[src/papt_params.svh]
`ifndef PAPT_PARAMS_SVH
`define PAPT_PARAMS_SVH
`define PAPT_OFS_AMP_PAIR_B 8'h21
`define PAPT_OFS_TUNER_ONE 8'h22
`define PAPT_OFS_TUNER_TWO 8'h23
`define PAPT_RST_AMP_PAIR_B 8'h00
`define PAPT_RST_TUNER_ONE 8'h00
`define PAPT_RST_TUNER_TWO 8'h00
`define PAPT_BIT_AMP4_ON 0
`define PAPT_LSB_AMP4_PH 1
`define PAPT_BIT_AMP3_ON 3
`define PAPT_LSB_AMP3_PH 4
`define PAPT_LSB_EDGE 6
`define PAPT_BIT_TUNER_ON 7
`define PAPT_EDGE_FAST_NS 10
`define PAPT_EDGE_MED_NS 20
`define PAPT_EDGE_SLOW_NS 40
`define PAPT_CLK_NS 40
`endif

[src/papt_pkg.sv]
package papt_pkg;
  typedef enum logic [1:0] {
    PAPT_PH_0 = 2'h0,
    PAPT_PH_90 = 2'h1,
    PAPT_PH_180 = 2'h2,
    PAPT_PH_270 = 2'h3
  } papt_phase_t;
  typedef enum logic [1:0] {
    PAPT_EDGE_FAST = 2'h0,
    PAPT_EDGE_MEDIUM = 2'h1,
    PAPT_EDGE_SLOW = 2'h2
  } papt_edge_t;
endpackage

[src/papt_regs.sv]
// Behaviour
// [RL1] driver four on only while bit set
// [RL2] driver four phase code selects quadrant
// [RL3] driver three on only while bit set
// [RL4] driver three phase code selects quadrant
// [RL5] shared edge class: fast, medium, slow
// [RL6] tuner one rail code, 100 mV steps
// [RL7] tuner one enable in top bit
// [RL8] tuner two rail code, 100 mV steps
// [RL9] tuner two enable in top bit
`timescale 1ns/1ps
`default_nettype none
`include "papt_params.svh"
module papt_regs
  import papt_pkg::*;
(
  input wire logic clk_in,
  input wire logic rst_in,
  input wire logic wr_en_in,
  input wire logic [7:0] addr_in,
  input wire logic [7:0] wdata_in,
  output logic [7:0] rdata_out,
  output logic hit_out,
  output logic amp3_on_out,
  output papt_phase_t amp3_phase_sel_out,
  output logic amp4_on_out,
  output papt_phase_t amp4_phase_sel_out,
  output papt_edge_t pair_b_edge_rate_out,
  output logic tuner1_on_out,
  output logic [6:0] tuner1_rail_code_out,
  output logic tuner2_on_out,
  output logic [6:0] tuner2_rail_code_out
);
  // register access comes from the already-synchronised serial front end
  logic [7:0] pair_b_r;
  logic [7:0] tuner1_r;
  logic [7:0] tuner2_r;
  wire sel_pair_b = (addr_in == `PAPT_OFS_AMP_PAIR_B);
  wire sel_tuner1 = (addr_in == `PAPT_OFS_TUNER_ONE);
  wire sel_tuner2 = (addr_in == `PAPT_OFS_TUNER_TWO);
  wire sel_any = sel_pair_b | sel_tuner1 | sel_tuner2;
  // unmapped addresses read as zero
  wire [7:0] rdata_nxt = sel_pair_b ? pair_b_r :
                         sel_tuner1 ? tuner1_r :
                         sel_tuner2 ? tuner2_r : 8'h00;
  wire [1:0] edge_code = pair_b_r[`PAPT_LSB_EDGE +: 2];
  // [RL5] edge class decode
  // codes 10 and 11 both mean slow
  wire papt_edge_t edge_nxt = (edge_code == 2'h0) ? PAPT_EDGE_FAST :
                              (edge_code == 2'h1) ? PAPT_EDGE_MEDIUM : PAPT_EDGE_SLOW;

  always_ff @(posedge clk_in) begin
    if (rst_in) begin
      pair_b_r <= `PAPT_RST_AMP_PAIR_B;
      tuner1_r <= `PAPT_RST_TUNER_ONE;
      tuner2_r <= `PAPT_RST_TUNER_TWO;
    end else if (wr_en_in) begin
      if (sel_pair_b) pair_b_r <= wdata_in;
      if (sel_tuner1) tuner1_r <= wdata_in;
      if (sel_tuner2) tuner2_r <= wdata_in;
    end
  end

  always_ff @(posedge clk_in) begin
    if (rst_in) begin
      rdata_out <= 8'h00;
      hit_out <= 1'b0;
    end else begin
      rdata_out <= rdata_nxt;
      hit_out <= sel_any;
    end
  end

  // outputs lag the register by one cycle so every port is a flop
  always_ff @(posedge clk_in) begin
    if (rst_in) begin
      amp3_on_out <= 1'b0;
      amp3_phase_sel_out <= PAPT_PH_0;
      amp4_on_out <= 1'b0;
      amp4_phase_sel_out <= PAPT_PH_0;
      pair_b_edge_rate_out <= PAPT_EDGE_FAST;
      tuner1_on_out <= 1'b0;
      tuner1_rail_code_out <= 7'h00;
      tuner2_on_out <= 1'b0;
      tuner2_rail_code_out <= 7'h00;
    end else begin
      // [RL1] driver four enable
      amp4_on_out <= pair_b_r[`PAPT_BIT_AMP4_ON];
      // [RL2] driver four phase
      amp4_phase_sel_out <= papt_phase_t'(pair_b_r[`PAPT_LSB_AMP4_PH +: 2]);
      // [RL3] driver three enable
      amp3_on_out <= pair_b_r[`PAPT_BIT_AMP3_ON];
      // [RL4] driver three phase
      amp3_phase_sel_out <= papt_phase_t'(pair_b_r[`PAPT_LSB_AMP3_PH +: 2]);
      pair_b_edge_rate_out <= edge_nxt;
      // [RL7] tuner one enable
      tuner1_on_out <= tuner1_r[`PAPT_BIT_TUNER_ON];
      // [RL6] tuner one rail
      tuner1_rail_code_out <= tuner1_r[6:0];
      // [RL9] tuner two enable
      tuner2_on_out <= tuner2_r[`PAPT_BIT_TUNER_ON];
      // [RL8] tuner two rail
      tuner2_rail_code_out <= tuner2_r[6:0];
    end
  end

  // [RL1] enable follows write
  chk_amp4_on_follow: assert property (@(posedge clk_in) disable iff (rst_in) // [RL1]
    wr_en_in && sel_pair_b |-> ##2 amp4_on_out == $past(wdata_in[0], 2))
    else $error("amp4 enable mismatch");
  // [RL2] phase follows write
  chk_amp4_phase_follow: assert property (@(posedge clk_in) disable iff (rst_in) // [RL2]
    wr_en_in && sel_pair_b |-> ##2 amp4_phase_sel_out == $past(wdata_in[2:1], 2))
    else $error("amp4 phase mismatch");
  // [RL3] enable follows write
  chk_amp3_on_follow: assert property (@(posedge clk_in) disable iff (rst_in) // [RL3]
    wr_en_in && sel_pair_b |-> ##2 amp3_on_out == $past(wdata_in[3], 2))
    else $error("amp3 enable mismatch");
  // [RL4] phase follows write
  chk_amp3_phase_follow: assert property (@(posedge clk_in) disable iff (rst_in) // [RL4]
    wr_en_in && sel_pair_b |-> ##2 amp3_phase_sel_out == $past(wdata_in[5:4], 2))
    else $error("amp3 phase mismatch");
  // [RL5] slow codes merge
  chk_edge_slow_code: assert property (@(posedge clk_in) disable iff (rst_in) // [RL5]
    wr_en_in && sel_pair_b && wdata_in[7] |-> ##2 pair_b_edge_rate_out == PAPT_EDGE_SLOW)
    else $error("edge class not slow");
  // [RL6] tuner one code
  chk_tuner1_rail: assert property (@(posedge clk_in) disable iff (rst_in) // [RL6]
    wr_en_in && sel_tuner1 |-> ##2 tuner1_rail_code_out == $past(wdata_in[6:0], 2))
    else $error("tuner1 rail mismatch");
  // [RL7] tuner one enable
  chk_tuner1_on: assert property (@(posedge clk_in) disable iff (rst_in) // [RL7]
    wr_en_in && sel_tuner1 |-> ##2 tuner1_on_out == $past(wdata_in[7], 2))
    else $error("tuner1 enable mismatch");
  // [RL8] tuner two code
  chk_tuner2_rail: assert property (@(posedge clk_in) disable iff (rst_in) // [RL8]
    wr_en_in && sel_tuner2 |-> ##2 tuner2_rail_code_out == $past(wdata_in[6:0], 2))
    else $error("tuner2 rail mismatch");
  // [RL9] tuner two enable
  chk_tuner2_on: assert property (@(posedge clk_in) disable iff (rst_in) // [RL9]
    wr_en_in && sel_tuner2 |-> ##2 tuner2_on_out == $past(wdata_in[7], 2))
    else $error("tuner2 enable mismatch");

  // fast and medium must not fold into slow
  // [RL5] fast code
  chk_edge_fast_code: assert property (@(posedge clk_in) disable iff (rst_in) // [RL5]
    wr_en_in && sel_pair_b && wdata_in[`PAPT_LSB_EDGE +: 2] == 2'h0
    |-> ##2 pair_b_edge_rate_out == PAPT_EDGE_FAST)
    else $error("edge class not fast");
  // [RL5] medium code
  chk_edge_medium_code: assert property (@(posedge clk_in) disable iff (rst_in) // [RL5]
    wr_en_in && sel_pair_b && wdata_in[`PAPT_LSB_EDGE +: 2] == 2'h1
    |-> ##2 pair_b_edge_rate_out == PAPT_EDGE_MEDIUM)
    else $error("edge class not medium");
  // readback lags the address by one cycle
  // [RL1] pair b readback
  chk_pair_b_readback: assert property (@(posedge clk_in) disable iff (rst_in) // [RL1]
    wr_en_in && sel_pair_b ##1 !wr_en_in && sel_pair_b
    |=> rdata_out == $past(wdata_in, 2) && hit_out)
    else $error("pair b readback mismatch");
  // [RL6] tuner one readback
  chk_tuner1_readback: assert property (@(posedge clk_in) disable iff (rst_in) // [RL6]
    wr_en_in && sel_tuner1 ##1 !wr_en_in && sel_tuner1
    |=> rdata_out == $past(wdata_in, 2) && hit_out)
    else $error("tuner1 readback mismatch");
  // [RL8] tuner two readback
  chk_tuner2_readback: assert property (@(posedge clk_in) disable iff (rst_in) // [RL8]
    wr_en_in && sel_tuner2 ##1 !wr_en_in && sel_tuner2
    |=> rdata_out == $past(wdata_in, 2) && hit_out)
    else $error("tuner2 readback mismatch");
  // reset is synchronous, so defaults show one edge later
  // [RL1] off after reset
  chk_rst_amp4_off: assert property (@(posedge clk_in) // [RL1]
    rst_in |=> !amp4_on_out)
    else $error("amp4 not off after reset");
  // [RL2] phase zero after reset
  chk_rst_amp4_phase: assert property (@(posedge clk_in) // [RL2]
    rst_in |=> amp4_phase_sel_out == PAPT_PH_0)
    else $error("amp4 phase not zero after reset");
  // [RL3] off after reset
  chk_rst_amp3_off: assert property (@(posedge clk_in) // [RL3]
    rst_in |=> !amp3_on_out)
    else $error("amp3 not off after reset");
  // [RL4] phase zero after reset
  chk_rst_amp3_phase: assert property (@(posedge clk_in) // [RL4]
    rst_in |=> amp3_phase_sel_out == PAPT_PH_0)
    else $error("amp3 phase not zero after reset");
  // [RL5] fast after reset
  chk_rst_edge_fast: assert property (@(posedge clk_in) // [RL5]
    rst_in |=> pair_b_edge_rate_out == PAPT_EDGE_FAST)
    else $error("edge class not fast after reset");
  // [RL6] code zero after reset
  chk_rst_tuner1_code: assert property (@(posedge clk_in) // [RL6]
    rst_in |=> tuner1_rail_code_out == 7'h00)
    else $error("tuner1 rail not zero after reset");
  // [RL7] off after reset
  chk_rst_tuner1_off: assert property (@(posedge clk_in) // [RL7]
    rst_in |=> !tuner1_on_out)
    else $error("tuner1 not off after reset");
  // [RL8] code zero after reset
  chk_rst_tuner2_code: assert property (@(posedge clk_in) // [RL8]
    rst_in |=> tuner2_rail_code_out == 7'h00)
    else $error("tuner2 rail not zero after reset");
  // [RL9] off after reset
  chk_rst_tuner2_off: assert property (@(posedge clk_in) // [RL9]
    rst_in |=> !tuner2_on_out)
    else $error("tuner2 not off after reset");
  // [RL3] enables hold without write
  chk_enables_hold: assert property (@(posedge clk_in) disable iff (rst_in) // [RL3]
    !wr_en_in |-> ##2 $stable({amp3_on_out, amp4_on_out, tuner1_on_out, tuner2_on_out}))
    else $error("enable changed without a write");
  cov_amp_both_on: cover property (@(posedge clk_in) disable iff (rst_in)
    amp3_on_out && amp4_on_out);
  cov_edge_medium: cover property (@(posedge clk_in) disable iff (rst_in)
    pair_b_edge_rate_out == PAPT_EDGE_MEDIUM);
  cov_tuner_full: cover property (@(posedge clk_in) disable iff (rst_in)
    tuner1_on_out && tuner1_rail_code_out == 7'h7F);
  cov_unmapped_read: cover property (@(posedge clk_in) disable iff (rst_in)
    !sel_any ##1 !hit_out);
  cov_slow_270: cover property (@(posedge clk_in) disable iff (rst_in)
    amp3_phase_sel_out == PAPT_PH_270 && pair_b_edge_rate_out == PAPT_EDGE_SLOW);
endmodule
`default_nettype wire

[config.mk]
export PLATFORM = sky130hd
export DESIGN_NAME = papt_regs
export DESIGN_NICKNAME = d
export VERILOG_FILES = /design/src/papt_pkg.sv /design/src/papt_regs.sv
export VERILOG_INCLUDE_DIRS = /design/src
export SDC_FILE = /design/constraint.sdc
export NUM_CORES = 1
export LEC_CHECK = 0
export BUFFER_PORTS_ARGS = -buffer_cell sky130_fd_sc_hd__buf_2
export CAP_MARGIN = 20
export CORE_MARGIN = 2
export CORE_UTILIZATION = 45
export DETAILED_ROUTE_END_ITERATION = 7
export GPL_ROUTABILITY_DRIVEN = 0
export PLACE_DENSITY = 0.75
export SYNTH_ARGS = -nofsm -noshare
export SYNTH_HDL_FRONTEND = slang
export SYNTH_SLANG_ARGS = --single-unit
export TNS_END_PERCENT = 30
[constraint.sdc]
create_clock -name clk_in -period 3.52 [get_ports clk_in]
set_input_delay 0.704 -clock clk_in [delete_from_list [all_inputs] [get_ports clk_in]]
set_output_delay 0.704 -clock clk_in [all_outputs]
set_load 0.02 [all_outputs]
# == Word level (Yosys, flattened, before mapping) ==
# Index checks and enable logic that the tools add are counted.
# Widths: inputs -> output; s select.
# totals
mem_bits_ro,0
output_inout_bits,33
n_memories,0
latchBits,0
elab_cells,29
in_bits,19
regBits,57
mem_bits_rw,0
# op_classes
order_cmp,0
eq_ne,4
n_mul,0
mux,4
shifts,0
n_reduce_logical,5
add_sub_neg,0
n_bitwise,2
div_mod_pow,0
# op_table
cell,n
$eq 8x6->1 const B,3
$mux 8,3
$reduce_and 2->1,3
$eq 2x1->1 const B,1
$logic_not 2->1,1
$mux 2,1
$or 1x1->1,2
$reduce_or 2->1,1

# == Depth between registers and ports, before layout ==
# Gate-level depths: netlist of run 1.
# depth
word_depth,4
mapped_depth,5
depth_no_buf,3

# == Least setup slack after synthesis of run 1 ==
# No wires, ideal clock.
# synth_timing
path_kind,input to register
from,input addr_in[4]
to,register rdata_out[0]
path_buffers,1
required_ns,3.432
cell_stages,4
t_arrival_ns,2.034
setup_ns,0.088
slack_ns,1.398
path_cell_list,or4b_4 or4_4 buf_6 nor4_2
# synth_between
elab_chain_cells,4
word_cells_on_any_way,6
classes_between,eq/ne (3); mux (3)
# synth_lines
element,line_no,source
from (decl),papt_regs.sv:20,"input wire logic [7:0] addr_in,"
$eq 8x6->1 (no source line),n/a,
$mux 8,papt_regs.sv:45,sel_tuner2 ? tuner2_r : 8'h00;
$mux 8,papt_regs.sv:44,sel_tuner1 ? tuner1_r :
$mux 8 (*),papt_regs.sv:43,wire [7:0] rdata_nxt = sel_pair_b ? pair_b_r :
to (signal assigned),papt_regs.sv:69,rdata_out <= rdata_nxt;
to (decl),papt_regs.sv:22,"output logic [7:0] rdata_out,"
# Every way passes the cells marked *; elsewhere a longest branch is shown, timed or not.
# A chain may end at the register's enable or synchronous reset.

# == Worst setup path in the final report of run 1 ==
# layout_timing
from,input addr_in[0]
to,register pair_b_r[4]
# layout_between
elab_chain_cells,2
# layout_lines
element,line_no,source
$eq 8x6->1 (no source line),n/a,
$reduce_and 2->1 (no source line),n/a,
to (signal assigned),papt_regs.sv:54,pair_b_r <= `PAPT_RST_AMP_PAIR_B;
to (signal assigned),papt_regs.sv:58,if (sel_pair_b) pair_b_r <= wdata_in;
to (decl),papt_regs.sv:35,logic [7:0] pair_b_r;
# No other way between the ends.

==> reports/results.ini, run 1 <==
[floorplanning]
coreArea_mm2=0.00435
die_y_um=71.1
die_w_um=71.1
num_rows=24
die_area_mm2=0.00506
initial_core_util=0.466
pin_count=52

[route]
ant_nets=0
routed_wl_um=3960
avgViaCountPerCell=4.90
drc=0
wire_per_inst_um=13.3
vias=1461
dr.pass1.iters=4
drtIter0Drc=68

[grt]
gr-total-overflow=0
gr-usage-all-layers=0.173
antenna_found_initial=0
grt_pass1_wl_um=6530
grt_pass1_vias=1367
grt_max_degree=34

[setup_path]
rr_endpoint=pair_b_r[7]
critPathMaxStageDelay_ns=0.74
worstPathArrival_ns=2.44
worstPathRequired_ns=3.76
cpMaxStageDelayCell=or4b_1
startpoint_type=input pin
path_cells=buf_2 -> or4b_1 -> or3_1 -> o21ai_0
cp-end-kind=flip-flop
r2r_cells=3
r2r_start=pair_b_r[7]
critical_path_peak_fanout=16
setup.worst_path.class=input pin to flip-flop
reg2reg_slack_ns=2.72

[clock_tree]
clkSinkCount=57
cts_setup_buffers=0
root_buffer=clkbuf_8
cts_tree=yes
htree_levels=3
clkTransAtPathRegs_ns=0.06
cts.repair.resized=0
clock_latency_ns=0.33
clk_path_buf_depth=2
cts_hold_buffers=0
cts_buffers=9

[sta]
fin_setup_tns_ns=0
fin_crit_sh=0.624
tightest_slew_ns=0.622
setup_viol=0
worst_slack_ns=1.32
period_needed_ns=2.20
final_hold_viol_count=0
fin_skew_ns=0.00429
fmax_ghz=0.455
finalMaxSlewViolations=0
relSlewSlack=0.584
rsz0062_at_grt=false

[pwr]
peakVddDrop_mv=0.258
power.internal_w=0.000951
p_total_w=0.00121
p_comb_frac=0.039
switchingPower_w=0.000256
powerDensity_mw_per_mm2=493
swShare=0.212
power_frac_seq=0.536
pwr-share-clk=0.426
p_leak_nw=1.26

[final_layout]
synthToLayoutAreaGrowth_pct=20.6
utilization=0.562
drive_above_1_share=0.301
antenna_cells_inserted=0
layoutNonFillerInstCount=298
final_cell_mix=57 x dfxtp_1, 51 x buf_2, 25 x nand2b_1
layout.nets=262
final_common_cell=dfxtp_1

[hold_path]
holdPathEnd=pair_b_edge_rate_out[0]
holdPathStages=1
holdCritStartpoint=pair_b_r[7]
hold_class=flip-flop to flip-flop

[placed_design]
post-place-ws_ns=1.00
dp.cells=284
portBuffers=51
dp_hpwl_um=2590

[synth]
syn-cell-area_mm2=0.00203
synth_seq_cells=57
syn_avg_cell_area_um2=10.6
synth_cells=192
yosysSeqAreaShare=0.563
syn-num-nets=211
synth_warnings=0
synth_cell_types=22

[status]
status=complete, no violations

[run]
drv_cap=0

[critical path, delay by kind of cell]
kind	cells	cell delay (ns)
simple gates	2	1.29
buf+inv	1	0.23
compound gates	1	0.21
[layer usage]
| layer | vias up | wire length [um] | track usage |
|---|---|---|---|
| met3 | 11 | 230 | 0.0641 |
| met1 | 664 | 1870 | 0.212 |
| met4 | 0 | 104 | 0.0943 |
| li1 | 736 | - | - |
| met5 | - | 0 | 0 |
| met2 | 50 | 1760 | 0.264 |
[through the flow]
stage                     cell area (um^2)  hold slack, ns
after floorplan                       2030           0.406
after global placement                2280           0.450
after detailed placement              2280           0.429
after CTS                             2450           0.443
after global routing                  2450           0.465
final                                 2450           0.446
[sequential cells by signal, summed over array words and instances (netlist names), 2 cells and up]
name	flops
amp3_phase_sel_out	2
tuner1_rail_code_out	7
amp4_phase_sel_out	2
tuner1_r	8
tuner2_rail_code_out	7
pair_b_edge_rate_out	2
pair_b_r	8
tuner2_r	8
rdata_out	8
[cells in the mapped netlist]
master / n / area, um^2
nor3_4: 1 / 16.3
nor2_1: 19 / 71.3
o31ai_1: 7 / 52.6
mux2i_1: 17 / 170
buf_6: 3 / 33.8
o21ai_0: 7 / 35.0
a21oi_1: 8 / 40.0
dfxtp_1: 57 / 1140
nor4_2: 8 / 100
inv_1: 16 / 60.1
or4_4: 1 / 11.3
clkbuf_1: 7 / 26.3
or4b_4: 1 / 13.8
or4bb_1: 1 / 11.3
clkbuf_2: 1 / 5.00
clkinv_1: 1 / 3.75
or3_1: 2 / 12.5
or4b_1: 1 / 10.0
nand2_1: 1 / 3.75
nand2b_1: 25 / 156
nor2b_1: 7 / 43.8
or4b_2: 1 / 10.0
[cell families (layout without fill, tap and decap cells)]
logic type / after synthesis / count (layout) / synth area share
AOI/OAI and AO/OA: 22 / 22 / 0.0629
muxes: 17 / 17 / 0.0839
and+or+nand+nor: 68 / 68 / 0.227
DFF: 57 / 57 / 0.563
buffers and inverters: 28 / 82 / 0.0635
[power by group through the flow]
stage | combinational [W] | clock, W | sequential (W)
floorplan | 0.0000292 | 0 | 0.000661
global placement | 0.0000465 | 0 | 0.000660
detailed placement | 0.0000468 | 0 | 0.000660
CTS | 0.0000470 | 0.000524 | 0.000646
global route | 0.0000518 | 0.000552 | 0.000646
finish | 0.0000468 | 0.000513 | 0.000646
[cell type report]
type	count	area, um^2
Clock buffer	14	163
Timing Repair Buffer	51	255
Fill cell	408	1910
Multi-Input combinational cell	107	758
Inverter	17	63.8
Sequential cell	57	1140
Tap cell	52	65.1
[worst max-delay path by stage]
| stage | slack (ns) | endpoint | from | cells after the start |
|---|---|---|---|---|
| after detailed placement | 1.00 | pair_b_r[4] | addr_in[0] | 4 |
| after global placement | 1.02 | pair_b_r[6] | addr_in[0] | 4 |
| after CTS | 1.34 | pair_b_r[4] | addr_in[0] | 4 |
| after floorplan | 1.40 | rdata_out[0] | addr_in[4] | 4 |
| final | 1.32 | pair_b_r[4] | addr_in[0] | 4 |
| after global routing | 1.24 | pair_b_r[4] | addr_in[0] | 4 |
(Power assumes the default switching activity.)
==> run 2: changes to the inputs <==
clock period = 2.05 ns   (was 3.52 ns; I/O delays follow)
==> run 2 against run 1 <==
  * Sequential share of layout area decreased by 1.8 points
  * Sequential power increased by 72%
  * Clock power increased by 91%
  * Final cell count increased by 3.7%
  * Clock skew increased by 0.0011 ns
  * Global-route usage increased by 0.56 points
  * Via count increased by 3.5%
  * Worst hold slack got worse by 0.054 ns
  * Routed wire length increased by 4.2%
  * Worst setup slack got worse by 0.99 ns
  * Largest power group unchanged
==> reports/results.ini, run 2 (synthesis gave the netlist of run 1 again) <==
[floorplanning]
die_y_um=71.1
die_w_um=71.1
initial_core_util=0.466
die_area_mm2=0.00506
num_rows=24
pin_count=52
coreArea_mm2=0.00435

[hold_path]
hold_class=input pin to flip-flop

[clock_tree]
cts_buffers=9
clock_latency_ns=0.33
clk_path_buf_depth=2
htree_levels=3
cts_setup_buffers=0
clkSinkCount=57
cts_hold_buffers=0
root_buffer=clkbuf_8
cts.repair.resized=0
cts_tree=yes
clkTransAtPathRegs_ns=0.06

[grt]
antenna_found_initial=0
grt_pass1_wl_um=6820
gr-usage-all-layers=0.179
gr-total-overflow=0
grt_pass1_vias=1488
grt_max_degree=33

[sta]
setup_viol=0
final_hold_viol_count=0
tightest_slew_ns=0.334
fmax_ghz=0.584
fin_crit_sh=0.835
fin_skew_ns=0.00538
finalMaxSlewViolations=0
period_needed_ns=1.71
worst_slack_ns=0.338
rsz0062_at_grt=false
relSlewSlack=0.777
holdWs_ns=0.392

[setup_path]
path_cells=buf_2 -> or4b_4 -> or4_4 -> nor4_2
cp-end-kind=flip-flop
critPathMaxStageDelay_ns=0.56
startpoint_type=input pin
critical_path_peak_fanout=9
setup.worst_path.class=input pin to flip-flop
worstPathRequired_ns=2.29
cpMaxStageDelayCell=or4b_4
worstPathArrival_ns=1.95

[final_layout]
layout.nets=271
drive_above_1_share=0.339
layoutNonFillerInstCount=309
final_common_cell=dfxtp_1
n_fill_cell=398
utilization=0.584
final_cell_mix=57 x dfxtp_1, 51 x buf_2, 25 x nand2b_1
synthToLayoutAreaGrowth_pct=25.4
antenna_cells_inserted=0

[route]
routed_wl_um=4120
wire_per_inst_um=13.3
ant_nets=0
vias=1512
drc=0
avgViaCountPerCell=4.89
dr.pass1.iters=4
drtIter0Drc=109

[placed_design]
portBuffers=51
dp.cells=293
dp_hpwl_um=2800
post-place-ws_ns=-0.00642

[pwr]
powerDensity_mw_per_mm2=856
peakVddDrop_mv=0.447
p_leak_nw=1.32

[run]
drv_cap=0

[status]
status=complete, no violations

==> run 2: layout make-up <==
type                            count  area (um^2)  share of cell area
Sequential cell                    57         1140               0.449
Clock buffer                       14          183              0.0718
Timing Repair Buffer               60          323               0.127
Inverter                           17         63.8              0.0251
Clock inverter                      2         10.0             0.00394
Multi-Input combinational cell    107          758               0.298
Tap cell                           52         65.1              0.0256
==> run 2: worst max-delay path: cells and delay by family <==
| family | cells | cell delay, ns |
|---|---|---|
| buffers and inverters | 1 | 0.10 |
| AND/OR/NAND/NOR | 3 | 1.44 |
==> run 2: path summary, 6_finish.rpt <==
check	start	end	slack, ns	depth (start not counted)
worst max-delay path	addr_in[4]	rdata_out[3]	0.34	4
worst max register to register	pair_b_r[2]	pair_b_r[2]	1.24	3
worst min-delay path	wdata_in[6]	pair_b_r[6]	0.39	3
worst min register to register	pair_b_r[7]	pair_b_edge_rate_out[0]	0.46	1
==> run 2: where the power goes <==
part / total [W] / internal, W / switching, W
registers: 0.00111 / 0.00111 / 0.000000502
clock network: 0.000979 / 0.000567 / 0.000413
logic: 0.0000887 / 0.0000373 / 0.0000514
total: 0.00218 / 0.00171 / 0.000465
==> run 2: layer usage <==
layer | wire (um) | share of wire | up-vias | global-route usage
met3 | 262 | 0.064 | 10 | 0.0456
met4 | 122 | 0.030 | 0 | 0.126
met2 | 1950 | 0.47 | 52 | 0.279
met1 | 1780 | 0.43 | 692 | 0.214
met5 | 0 | 0 | - | 0
li1 | - | - | 758 | -
==> run 2: through the flow <==
stage	area [um^2]	setup TNS [ns]	total power, W
final	2540	0	0.00218
after global routing	2540	0	0.00224
after detailed placement	2350	-0.00642	0.00122
after floorplan	2030	0	0.00119
after CTS	2540	0	0.00220
after global placement	2350	0	0.00122
